<file path="src/include/adc_link_pkg.sv">
// constants shared by both ends of the converter serial link
// assumes a 200 MHz system clock on each end
package adc_link_pkg;

	// =====================================================
	// result format
	localparam int RESULT_BITS = 16;
	localparam int START_BITS = RESULT_BITS + 1; // start bit plus result
	localparam logic [15:0] CODE_POS_FULL = 16'h7FFF; // overrange code
	localparam logic [15:0] CODE_NEG_FULL = 16'h8000; // underrange code

	// =====================================================
	// timing; conversion window figures are plain defaults
	localparam int CLK_PERIOD_PS = 5000;
	localparam int CONV_MIN_NS = 500;
	localparam int CONV_MAX_NS = 2200;
	// least time rounds up, longest time rounds down
	localparam int CONV_MIN_CYC = (CONV_MIN_NS * 1000 + CLK_PERIOD_PS - 1) / CLK_PERIOD_PS;
	localparam int CONV_MAX_CYC = (CONV_MAX_NS * 1000) / CLK_PERIOD_PS;
	localparam logic [15:0] CONV_MIN_C16 = 16'(CONV_MIN_CYC);
	localparam logic [15:0] CONV_MAX_C16 = 16'(CONV_MAX_CYC);
	// host serial clock: half period in system cycles
	localparam logic [3:0] SCK_HALF_CYC = 4'h8;

	// =====================================================
	// host register map, byte addresses
	localparam logic [3:0] REG_CTRL = 4'h0;
	localparam logic [3:0] REG_STATUS = 4'h4;
	localparam logic [3:0] REG_DATA = 4'h8;
	localparam int CTRL_START_BIT = 0;
	localparam int STAT_BUSY_BIT = 0;
	localparam int STAT_DONE_BIT = 1;
	localparam logic [1:0] RESP_OKAY = 2'h0;
	localparam logic [1:0] RESP_SLVERR = 2'h2;

	// =====================================================
	// state machines
	typedef enum logic [3:0] {
		DEV_ACQ = 4'h1,
		DEV_CONV = 4'h2,
		DEV_WAIT = 4'h4,
		DEV_SHIFT = 4'h8
	} dev_state_t;

	typedef enum logic [3:0] {
		HOST_IDLE = 4'h1,
		HOST_CONV = 4'h2,
		HOST_LEAD = 4'h4,
		HOST_READ = 4'h8
	} host_state_t;

endpackage

</file>
<file path="src/include/adc_link_if.sv">
// serial link between converter and host, one modport for each
// the result line has a pull-up: it reads high when nobody drives it
interface adc_link_if;
	logic convert_start; // host drives, rising edge samples
	logic serial_data_in_select; // host drives, mode and read select
	logic serial_clock; // host drives
	logic serial_result_out; // device data bit
	logic serial_result_oe; // device drives the line while high
	logic serial_result_level; // resolved line level

	// pull-up stands in for the released line
	assign serial_result_level = serial_result_oe ? serial_result_out : 1'b1;

	modport device (
		input convert_start,
		input serial_data_in_select,
		input serial_clock,
		output serial_result_out,
		output serial_result_oe
	);

	modport host (
		output convert_start,
		output serial_data_in_select,
		output serial_clock,
		input serial_result_level
	);
endinterface

</file>
<file path="src/rtl/adc_device_end.sv">
// converter end: conversion start, mode pick and serial readout
// assumes link pins come from another domain and are resynchronised
module adc_device_end (
	// system
	input wire logic clk_sys,
	input wire logic resetn,
	// serial link
	adc_link_if.device link,
	// digital stand-in for the sampled input
	input wire logic [15:0] sample_value,
	input wire logic over_range,
	input wire logic under_range,
	// conversion length in system cycles, clamped to the window
	input wire logic [15:0] conv_cycles,
	// status
	output logic converting,
	output logic low_power,
	output logic chain_mode,
	output logic busy_enabled,
	output logic [15:0] result
);

	// =====================================================
	// pin synchronisers
	logic [2:0] pin_meta_q; // first stage, read only by second
	logic [2:0] pin_sync_q; // {clock, data-in, convert}
	logic [2:0] pin_prev_q; // one cycle older, for edges

	// two flops on every pin before any logic looks at it
	always_ff @(posedge clk_sys) begin
		if (!resetn) begin
			pin_meta_q <= 3'h0;
			pin_sync_q <= 3'h0;
			pin_prev_q <= 3'h0;
		end else begin
			pin_meta_q <= {link.serial_clock, link.serial_data_in_select, link.convert_start};
			pin_sync_q <= pin_meta_q;
			pin_prev_q <= pin_sync_q;
		end
	end

	logic cnv_s; // synced convert
	logic sdi_s; // synced data-in
	logic sck_s; // synced serial clock
	logic cnv_rise; // convert rising edge seen
	logic cnv_fall; // convert falling edge seen
	logic sck_fall; // serial clock falling edge seen
	logic select_on; // read selected: either select line low
	logic select_rise; // both select lines back high

	assign cnv_s = pin_sync_q[0];
	assign sdi_s = pin_sync_q[1];
	assign sck_s = pin_sync_q[2];
	assign cnv_rise = cnv_s & ~pin_prev_q[0];
	assign cnv_fall = ~cnv_s & pin_prev_q[0];
	assign sck_fall = ~sck_s & pin_prev_q[2];
	// three-wire holds data-in high, four-wire holds convert high
	assign select_on = ~(cnv_s & sdi_s);
	assign select_rise = cnv_s & sdi_s & ~(pin_prev_q[0] & pin_prev_q[1]);

	// =====================================================
	// sample code and conversion length
	logic [15:0] code_in; // clamped two's-complement code
	logic [15:0] conv_len; // clamped conversion length

	// saturate out-of-range inputs to the end codes
	always_comb begin
		if (over_range) begin
			code_in = adc_link_pkg::CODE_POS_FULL;
		end else if (under_range) begin
			code_in = adc_link_pkg::CODE_NEG_FULL;
		end else begin
			code_in = sample_value;
		end
	end

	// keep the length inside the documented window so hosts can be stressed
	always_comb begin
		if (conv_cycles < adc_link_pkg::CONV_MIN_C16) begin
			conv_len = adc_link_pkg::CONV_MIN_C16;
		end else if (conv_cycles > adc_link_pkg::CONV_MAX_C16) begin
			conv_len = adc_link_pkg::CONV_MAX_C16;
		end else begin
			conv_len = conv_cycles;
		end
	end

	// =====================================================
	// control state
	adc_link_pkg::dev_state_t state_q; // phase of the converter
	logic chain_q; // chain mode picked at last start
	logic chain_busy_q; // clock level at start, chain busy choice
	logic busy_q; // start bit leads this readout
	logic [15:0] held_q; // code captured at the sampling edge
	logic [15:0] result_q; // finished conversion result
	logic [15:0] cnt_q; // conversion cycle counter
	logic [16:0] shift_q; // output shift path, start bit in top
	logic [4:0] falls_q; // falling clock edges in this readout
	logic oe_q; // driving the result line
	logic conv_done; // last conversion cycle
	logic cs_busy; // chip-select busy decision at the end
	logic read_last; // last bit of a chip-select readout

	assign conv_done = (state_q == adc_link_pkg::DEV_CONV) && (cnt_q >= conv_len);
	assign cs_busy = ~cnv_s | ~sdi_s;
	assign read_last = sck_fall && !chain_q &&
		(falls_q == (busy_q ? 5'(adc_link_pkg::START_BITS - 1)
			: 5'(adc_link_pkg::RESULT_BITS - 1)));

	// phase sequencing
	always_ff @(posedge clk_sys) begin
		if (!resetn) begin
			state_q <= adc_link_pkg::DEV_ACQ;
		end else begin
			case (state_q)
				adc_link_pkg::DEV_ACQ: begin
					// acquiring and powered down until a start edge
					if (cnv_rise) begin
						state_q <= adc_link_pkg::DEV_CONV;
					end
				end
				adc_link_pkg::DEV_CONV: begin
					// convert edges are ignored until the count runs out
					if (conv_done) begin
						if (chain_q || cs_busy) begin
							state_q <= adc_link_pkg::DEV_SHIFT;
						end else begin
							state_q <= adc_link_pkg::DEV_WAIT;
						end
					end
				end
				adc_link_pkg::DEV_WAIT: begin
					// result waits for a select or is lost to a new start
					if (cnv_rise) begin
						state_q <= adc_link_pkg::DEV_CONV;
					end else if (select_on) begin
						state_q <= adc_link_pkg::DEV_SHIFT;
					end
				end
				adc_link_pkg::DEV_SHIFT: begin
					if (cnv_rise) begin
						state_q <= adc_link_pkg::DEV_CONV;
					end else if (chain_q && cnv_fall) begin
						state_q <= adc_link_pkg::DEV_ACQ;
					end else if (!chain_q && (select_rise || read_last)) begin
						state_q <= adc_link_pkg::DEV_ACQ;
					end
				end
				default: begin
					state_q <= adc_link_pkg::DEV_ACQ;
				end
			endcase
		end
	end

	// mode pick at the start edge; data-in is taken one cycle before the
	// edge so a data-in tied to convert still reads low
	always_ff @(posedge clk_sys) begin
		if (!resetn) begin
			chain_q <= 1'b0;
			chain_busy_q <= 1'b0;
			held_q <= 16'h0000;
		end else if (cnv_rise && (state_q != adc_link_pkg::DEV_CONV)) begin
			chain_q <= ~pin_prev_q[1];
			chain_busy_q <= pin_prev_q[2];
			held_q <= code_in;
		end
	end

	// conversion counter on the internal clock, serial clock unused
	always_ff @(posedge clk_sys) begin
		if (!resetn) begin
			cnt_q <= 16'h0000;
		end else if (state_q != adc_link_pkg::DEV_CONV) begin
			cnt_q <= 16'h0001;
		end else if (!conv_done) begin
			cnt_q <= cnt_q + 16'h0001;
		end
	end

	// result and busy decision at the end of conversion
	always_ff @(posedge clk_sys) begin
		if (!resetn) begin
			result_q <= 16'h0000;
			busy_q <= 1'b0;
		end else if (conv_done) begin
			result_q <= held_q;
			busy_q <= chain_q ? chain_busy_q : cs_busy;
		end
	end

	// output shift path; only falling clock edges move it, so each bit
	// stands across the following rising and falling edges
	always_ff @(posedge clk_sys) begin
		if (!resetn) begin
			shift_q <= 17'h00000;
			falls_q <= 5'h00;
		end else if (conv_done) begin
			// start bit in the top, result below it
			shift_q <= {1'b0, held_q};
			falls_q <= 5'h00;
		end else if (state_q == adc_link_pkg::DEV_SHIFT && sck_fall) begin
			// chain feeds upstream data in at the bottom
			shift_q <= {shift_q[15:0], chain_q ? sdi_s : 1'b0};
			falls_q <= falls_q + 5'h01;
		end
	end

	// line drive: released during conversion and outside readout
	always_ff @(posedge clk_sys) begin
		if (!resetn) begin
			oe_q <= 1'b0;
		end else begin
			case (state_q)
				adc_link_pkg::DEV_CONV: begin
					oe_q <= conv_done && (chain_q || cs_busy);
				end
				adc_link_pkg::DEV_WAIT: begin
					oe_q <= select_on && !cnv_rise;
				end
				adc_link_pkg::DEV_SHIFT: begin
					if (cnv_rise || read_last || (!chain_q && select_rise)) begin
						oe_q <= 1'b0;
					end else if (chain_q && cnv_fall) begin
						oe_q <= 1'b0;
					end
				end
				default: begin
					oe_q <= 1'b0;
				end
			endcase
		end
	end

	// =====================================================
	// outputs; the start bit in bit 16 goes out only when busy is on
	assign link.serial_result_out = busy_q ? shift_q[16] : shift_q[15];
	assign link.serial_result_oe = oe_q;
	assign converting = (state_q == adc_link_pkg::DEV_CONV);
	assign low_power = (state_q != adc_link_pkg::DEV_CONV);
	assign chain_mode = chain_q;
	assign busy_enabled = busy_q;
	assign result = result_q;

endmodule // adc_device_end

</file>
<file path="src/flat_wrapper.sv">
// flat-port wrapper written by rule: the top's interface ports become plain ports
module adc_device_end_flat 
  (clk_sys, resetn, sample_value, over_range, under_range, conv_cycles, converting, low_power, chain_mode, busy_enabled, result, link_convert_start, link_serial_data_in_select, link_serial_clock, link_serial_result_out, link_serial_result_oe);
  adc_link_if link_i ();
  input wire logic clk_sys;
  input wire logic resetn;
  input wire logic [15:0] sample_value;
  input wire logic over_range;
  input wire logic under_range;
  input wire logic [15:0] conv_cycles;
  output logic converting;
  output logic low_power;
  output logic chain_mode;
  output logic busy_enabled;
  output logic [15:0] result;
  input wire logic [$bits(link_i.convert_start)-1:0] link_convert_start;
  input wire logic [$bits(link_i.serial_data_in_select)-1:0] link_serial_data_in_select;
  input wire logic [$bits(link_i.serial_clock)-1:0] link_serial_clock;
  output wire logic [$bits(link_i.serial_result_out)-1:0] link_serial_result_out;
  output wire logic [$bits(link_i.serial_result_oe)-1:0] link_serial_result_oe;
  assign link_i.convert_start = link_convert_start;
  assign link_i.serial_data_in_select = link_serial_data_in_select;
  assign link_i.serial_clock = link_serial_clock;
  assign link_serial_result_out = link_i.serial_result_out;
  assign link_serial_result_oe = link_i.serial_result_oe;
  adc_device_end u_core (.clk_sys(clk_sys), .resetn(resetn), .link(link_i), .sample_value(sample_value), .over_range(over_range), .under_range(under_range), .conv_cycles(conv_cycles), .converting(converting), .low_power(low_power), .chain_mode(chain_mode), .busy_enabled(busy_enabled), .result(result));
endmodule
</file>
<file path="config.mk">
export PLATFORM = sky130hd
export DESIGN_NAME = adc_device_end_flat
export DESIGN_NICKNAME = d
export VERILOG_FILES = /design/src/include/adc_link_pkg.sv /design/src/include/adc_link_if.sv /design/src/rtl/adc_device_end.sv /design/src/flat_wrapper.sv
export SDC_FILE = /design/constraint.sdc
export NUM_CORES = 1
export LEC_CHECK = 0
export BUFFER_PORTS_ARGS = -buffer_cell sky130_fd_sc_hd__buf_2
export CAP_MARGIN = 0
export CORE_ASPECT_RATIO = 0.5
export CORE_MARGIN = 8
export CORE_UTILIZATION = 45
export CTS_BUF_LIST = sky130_fd_sc_hd__clkbuf_8
export CTS_CLUSTER_DIAMETER = 30
export DETAILED_ROUTE_END_ITERATION = 8
export HOLD_SLACK_MARGIN = 0.08
export PLACE_DENSITY = 0.65
export SYNTH_ARGS = -nofsm -noshare
export SYNTH_HDL_FRONTEND = slang
export SYNTH_SLANG_ARGS = --single-unit
</file>
<file path="constraint.sdc">
create_clock -name clk_sys -period 8.94 [get_ports clk_sys]
set_input_delay 1.341 -clock clk_sys [delete_from_list [all_inputs] [get_ports clk_sys]]
set_output_delay 1.341 -clock clk_sys [all_outputs]
set_load 0.02 [all_outputs]
</file>
Yosys cells after proc, flatten, opt, wreduce, memory -nomap -nowiden
Cells that the tools add are included.
{"block": "totals", "regBits": 87, "inputBits": 39}
{"block": "op_classes", "n_addsub": 2, "magnitude_cmp": 3, "n_eq_ne": 12, "mux": 24, "bitwise_logic": 15, "n_reduce_logical": 20}
{"cell": "2-to-1 mux 16 bit", "n": 6}
{"cell": "2-to-1 mux 4 bit", "n": 8}
{"cell": "adder 16 x 1 -> 16 bit (second input constant)", "n": 1}
{"cell": "greater-or-equal comparator 16 bit", "n": 1}
{"cell": "greater-than comparator 16 x 9 -> 1 bit (second input constant)", "n": 1}
{"cell": "less-than comparator 16 x 7 -> 1 bit (second input constant)", "n": 1}
{"cell": "one-hot mux 4 bit (4 select lines)", "n": 1}
{"cell": "logical AND 1 bit", "n": 10}
{"cell": "inequality test 4 x 2 -> 1 bit (second input constant)", "n": 2}
{"cell": "inverter 1 bit", "n": 8}
{"cell": "2-to-1 mux 1 bit", "n": 7}
{"cell": "AND 1 bit", "n": 6}
{"cell": "adder 5 x 1 -> 5 bit (second input constant)", "n": 1}
{"cell": "equality test 5 bit", "n": 1}
{"cell": "2-to-1 mux 5 bit", "n": 1}
{"cell": "equality test 4 x 1 -> 1 bit (second input constant)", "n": 1}
{"cell": "equality test 4 x 2 -> 1 bit (second input constant)", "n": 1}
{"cell": "equality test 4 x 3 -> 1 bit (second input constant)", "n": 1}
{"cell": "equality test 4 bit (second input constant)", "n": 1}
{"cell": "logical OR 1 bit", "n": 4}
{"cell": "inequality test 2 x 1 -> 1 bit (second input constant)", "n": 2}
{"cell": "AND reduction 4 bit", "n": 1}
{"cell": "OR reduction 2 bit", "n": 2}
{"cell": "inequality test 3 x 2 -> 1 bit (second input constant)", "n": 1}
{"cell": "other kinds (6)", "n": 7}

Depth between registers and ports, before layout
{"block": "logic_depth", "depth_word": 10, "ltp_mapped": 14, "ltp_nobuf": 11}

Worst setup path after synthesis
OpenSTA, ideal clock, no wires.
{"block": "synth_timing", "path_type": "input to register", "start": "input conv_cycles[4]", "end": "register u_core.cnt_q[12]", "setup_time_ns": 0.116, "t_arrival_ns": 4.110, "setup_slack_ns": 4.714, "cell_stages": 12, "n_path_buf": 3, "cell_sequence": "o311a_1 > or4_1 > clkbuf_1 > and3_1 > ha_1 > nand2b_1 > a2111oi_2 > o32a_1 > buf_2 > buf_2 > a31oi_1 > a31o_2"}
{"block": "synth_between", "elab_chain_len": 5}
{"item": "start: declaration", "line_no": "flat_wrapper.sv:10", "text": "input wire logic [15:0] conv_cycles;"}
{"item": "greater-than comparator 16 x 9 -> 1 bit", "line_no": "adc_device_end.sv:81", "text": "end else if (conv_cycles > adc_link_pkg::CONV_MAX_C16) begin"}
{"item": "2-to-1 mux 16 bit", "line_no": "adc_device_end.sv:81"}
{"item": "2-to-1 mux 16 bit (*)", "line_no": "adc_device_end.sv:79", "text": "if (conv_cycles < adc_link_pkg::CONV_MIN_C16) begin"}
{"item": "greater-or-equal comparator 16 bit (*)", "line_no": "adc_device_end.sv:104", "text": "assign conv_done = (state_q == adc_link_pkg::DEV_CONV) && (cnt_q >= conv_len);"}
{"item": "logical AND 1 bit (*)", "line_no": "adc_device_end.sv:104"}
{"item": "end signal: assignment", "line_no": "adc_device_end.sv:177", "text": "cnt_q <= cnt_q + 16'h0001;"}
{"item": "end: declaration", "line_no": "adc_device_end.sv:96", "text": "logic [15:0] cnt_q;"}
Every way passes the cells marked *; elsewhere a longest branch is shown, timed or not.
A chain may end at the register's enable or synchronous reset.

Final worst setup path
{"block": "layout_timing", "start": "input conv_cycles[0]", "end": "register u_core.result_q[10], in the netlist u_core.result[10]"}
{"block": "layout_between", "elab_chain_len": 5}
{"item": "greater-than comparator 16 x 9 -> 1 bit", "line_no": "adc_device_end.sv:81"}
{"item": "2-to-1 mux 16 bit", "line_no": "adc_device_end.sv:81"}
{"item": "2-to-1 mux 16 bit (*)", "line_no": "adc_device_end.sv:79"}
{"item": "greater-or-equal comparator 16 bit (*)", "line_no": "adc_device_end.sv:104"}
{"item": "logical AND 1 bit (*)", "line_no": "adc_device_end.sv:104"}
{"item": "end signal: assignment", "line_no": "adc_device_end.sv:187", "text": "result_q <= held_q;"}
{"item": "end: declaration", "line_no": "adc_device_end.sv:95", "text": "logic [15:0] result_q;"}
Marked as above.

==> key figures <==
Die
  – Die H: 85.4 um
  – Core Rows: 25
  – Initial Util: 0.460
  – # IOs: 61
  – DIE AREA: 13200 um2
  – Die Width: 155 um
  – Core box area: roughly 9400 um2

Routing
  – WL final: between 10000 and 15000 um
  – Remaining antenna violation count: 0
  – Initial DRC count: around 260
  – Router iterations before antenna repair: 4
  – Post-DR wirelength/cell: around 15 um
  – DR vias: between 3000 and 4000
  – Avg Vias per Cell: 5.53
  – DRC Markers: 0

Clock tree
  – Hold buffer count at cts: 0
  – Worst-case clock buffer depth: 2
  – CTS tree: built
  – Clock Sinks: slightly below 90
  – Clock latency on the worst-skew pair: around 0.36 ns
  – H-tree Lvls: 3
  – CTS buffer count: 9
  – Root Buffer: clkbuf_8
  – CTS resizes: 0
  – Postcts setup bufs: 0
  – Clock transition at path regs: roughly 0.080 ns

Setup path
  – Crit path required time: ~9.2 ns
  – Worst setup path class: in -> reg
  – Element type at the critical path end: register
  – Nature of the critical path startpoint: input port
  – Crit path max fanout: 22
  – CP arrival: around 5.0 ns

Timing
  – Clock skew: approximately 0.011 ns
  – Setup TNS: 0 ns
  – Worst relative slew slack: 0.241
  – Endpoints failing setup: 0
  – Worst-Margin Slew: 1.14 ns
  – Final clock period utilization by the worst path: 0.528
  – Final Hold Fails: 0
  – RSZ-0062 raised after global routing: false
  – Tmin final: between 4 and 5 ns
  – F_max: 212 MHz
  – Max-slew violations: 0

Finish
  – Final Util: 0.518
  – FILL cells: between 800 and 900
  – Area Overhead vs Synth: 12.6%
  – Layout cells sized above 1: 0.186
  – Diodes inserted: 0
  – Register area: ~1700 um2
  – Most common cell after layout, fill and taps aside: dfxtp_1
  – Layout Nets: ~600
  – Area occupied by multi-input gates: roughly 2400 um2
  – Final Cell Area: between 4000 and 5000 um2
  – Most frequent cells in the layout: 87 x dfxtp_1, 73 x nand2_1, 60 x buf_2

Synthesis
  – Synthesized cell area: 4330 um2
  – Gate Count Post-Synth: around 500
  – Sequential share of the synthesized area: 0.402
  – Mean area per synthesized cell: between 8 and 9 um2
  – #FFs+latches synth: between 80 and 90
  – Synth Warn #: 0
  – Number of library cell types mapped by synthesis: 61
  – Share of flip-flops with an asynchronous set or reset: 0
  – Number of synthesized flops with an enable pin: 0
  – Post-synth top flop: dfxtp_1

Place
  – GPL Wtd Cong: 0.805
  – Placed Instance Area: about 4700 um2
  – IO buf count: 60
  – Detailed Place HPWL: about 7200 um

Flow run
  – Maxcap violations: 0

Global route
  – Initial antenna violation count: 0
  – Gr usage total: 0.162
  – GR Overflow Total: 0
  – Vias in the first global route: roughly 3600
  – Global-route wire length before repair: ~18000 um
  – Pin count of the biggest net entering global routing: 55

Power
  – Lkg Pwr: 0.00201 uW
  – Worst IR Drop VDD: roughly 0.10 mV
  – Power Density: between 100 and 150 nW/um2

Run status
  – Status: complete, no violations

Min path
  – Hold Path Class: reg -> reg
through the flow:
step	hold WS (ns)	worst slack [ns]	total power, uW	instances
after floorplan	0.412	4.71	432	503
after global placement	0.413	3.96	449	666
after detailed placement	0.421	3.91	449	666
after CTS	0.445	4.29	719	682
after global routing	0.460	3.89	740	682
final	0.442	4.22	709	682
sequential cells by signal (all words and copies together) (netlist names):
signal / cells
u_core.result: 16
u_core.cnt_q: 16
u_core.chain_mode: 1
u_core.shift_q: 17
u_core.pin_sync_q: 3
u_core.chain_busy_q: 1
u_core.pin_prev_q: 3
u_core.link.serial_result_oe: 1
u_core.pin_meta_q: 3
u_core.falls_q: 5
u_core.held_q: 16
u_core.busy_enabled: 1
u_core.state_q: 4
area by class of cell:
type,instances,area share
flip-flops and latches,87,0.357
well taps,135,0.0346
repair buffers,64,0.0677
multi-input cells,373,0.496
clock buffers,9,0.0254
clock inverters,7,0.0136
inverters,7,0.00539
synthesized netlist by cell type (3+ instances only):
master    count  area [um2]
inv_1         6        22.5
nor3_1       13        65.1
a31oi_1      10        62.6
nand2_1      73         274
nor2b_1       3        18.8
clkbuf_1     21        78.8
o311ai_0      4        35.0
nor3b_1       3        22.5
nand2b_1      4        25.0
dfxtp_1      87        1740
mux2_2        5        56.3
a32o_1       22         220
nor2_1       44         165
xor2_1        3        26.3
o41ai_1       3        26.3
buf_2        11        55.1
nand4_1       9        56.3
or4_1         5        37.5
a21oi_1      24         120
o21ai_0      11        55.1
o31ai_1       6        45.0
a31o_2        8        70.1
nand3_1      13        65.1
ha_1         18         225
mux2i_1      15         150
a211oi_1     18         135
or3_1         5        31.3
and2_1       11        68.8
cells by family (layout without fill, tap and decap cells):
family,Yosys count,after routing,share of synthesized area
simple gates,198,198,0.221
other cells,1,7,0.000866
xor+xnor,4,4,0.00809
fa+ha+maj,18,18,0.0520
flops,87,87,0.402
mux,20,20,0.0477
buf+inv,43,87,0.0456
compound gates,126,126,0.222
where the power goes:
| group | internal, uW | switching (uW) |
|---|---|---|
| Sequential | 394 | 5.47 |
| Clock | 128 | 142 |
| Combinational | 16.5 | 23.9 |
| Total | 538 | 171 |
critical path, stage by stage:
cell and delay [ns]:
buf_2 0.10, or3_1 0.35, a41o_1 0.24, a31oi_1 0.36, a21boi_0 0.17, ha_1 0.29
o21ai_0 0.06, a211o_1 0.32, o32a_1 0.60, a21oi_2 0.95, a32o_1 0.22
final timing paths:
check / start / end / slack (ns) / depth (start not counted)
setup / recovery: conv_cycles[0] / u_core.result[10]$_SDFFE_PN0N_ / 4.22 / 11
hold reg to reg: u_core.pin_meta_q[0]$_SDFF_PN0_ / u_core.pin_sync_q[0]$_SDFF_PN0_ / 0.44 / 1
hold / removal: u_core.pin_meta_q[0]$_SDFF_PN0_ / u_core.pin_sync_q[0]$_SDFF_PN0_ / 0.44 / 1
setup reg to reg: u_core.cnt_q[10]$_SDFFE_PP0P_ / u_core.result[10]$_SDFFE_PN0N_ / 5.91 / 6
routing by layer:
layer	share of wire	vias up	track usage
met5	0	-	0
met4	0.0038	0	0.0397
met3	0.065	5	0.0492
met2	0.45	101	0.260
met1	0.49	1738	0.208
li1	-	1925	-
Note: power is estimated with default switching activity, not from simulation.
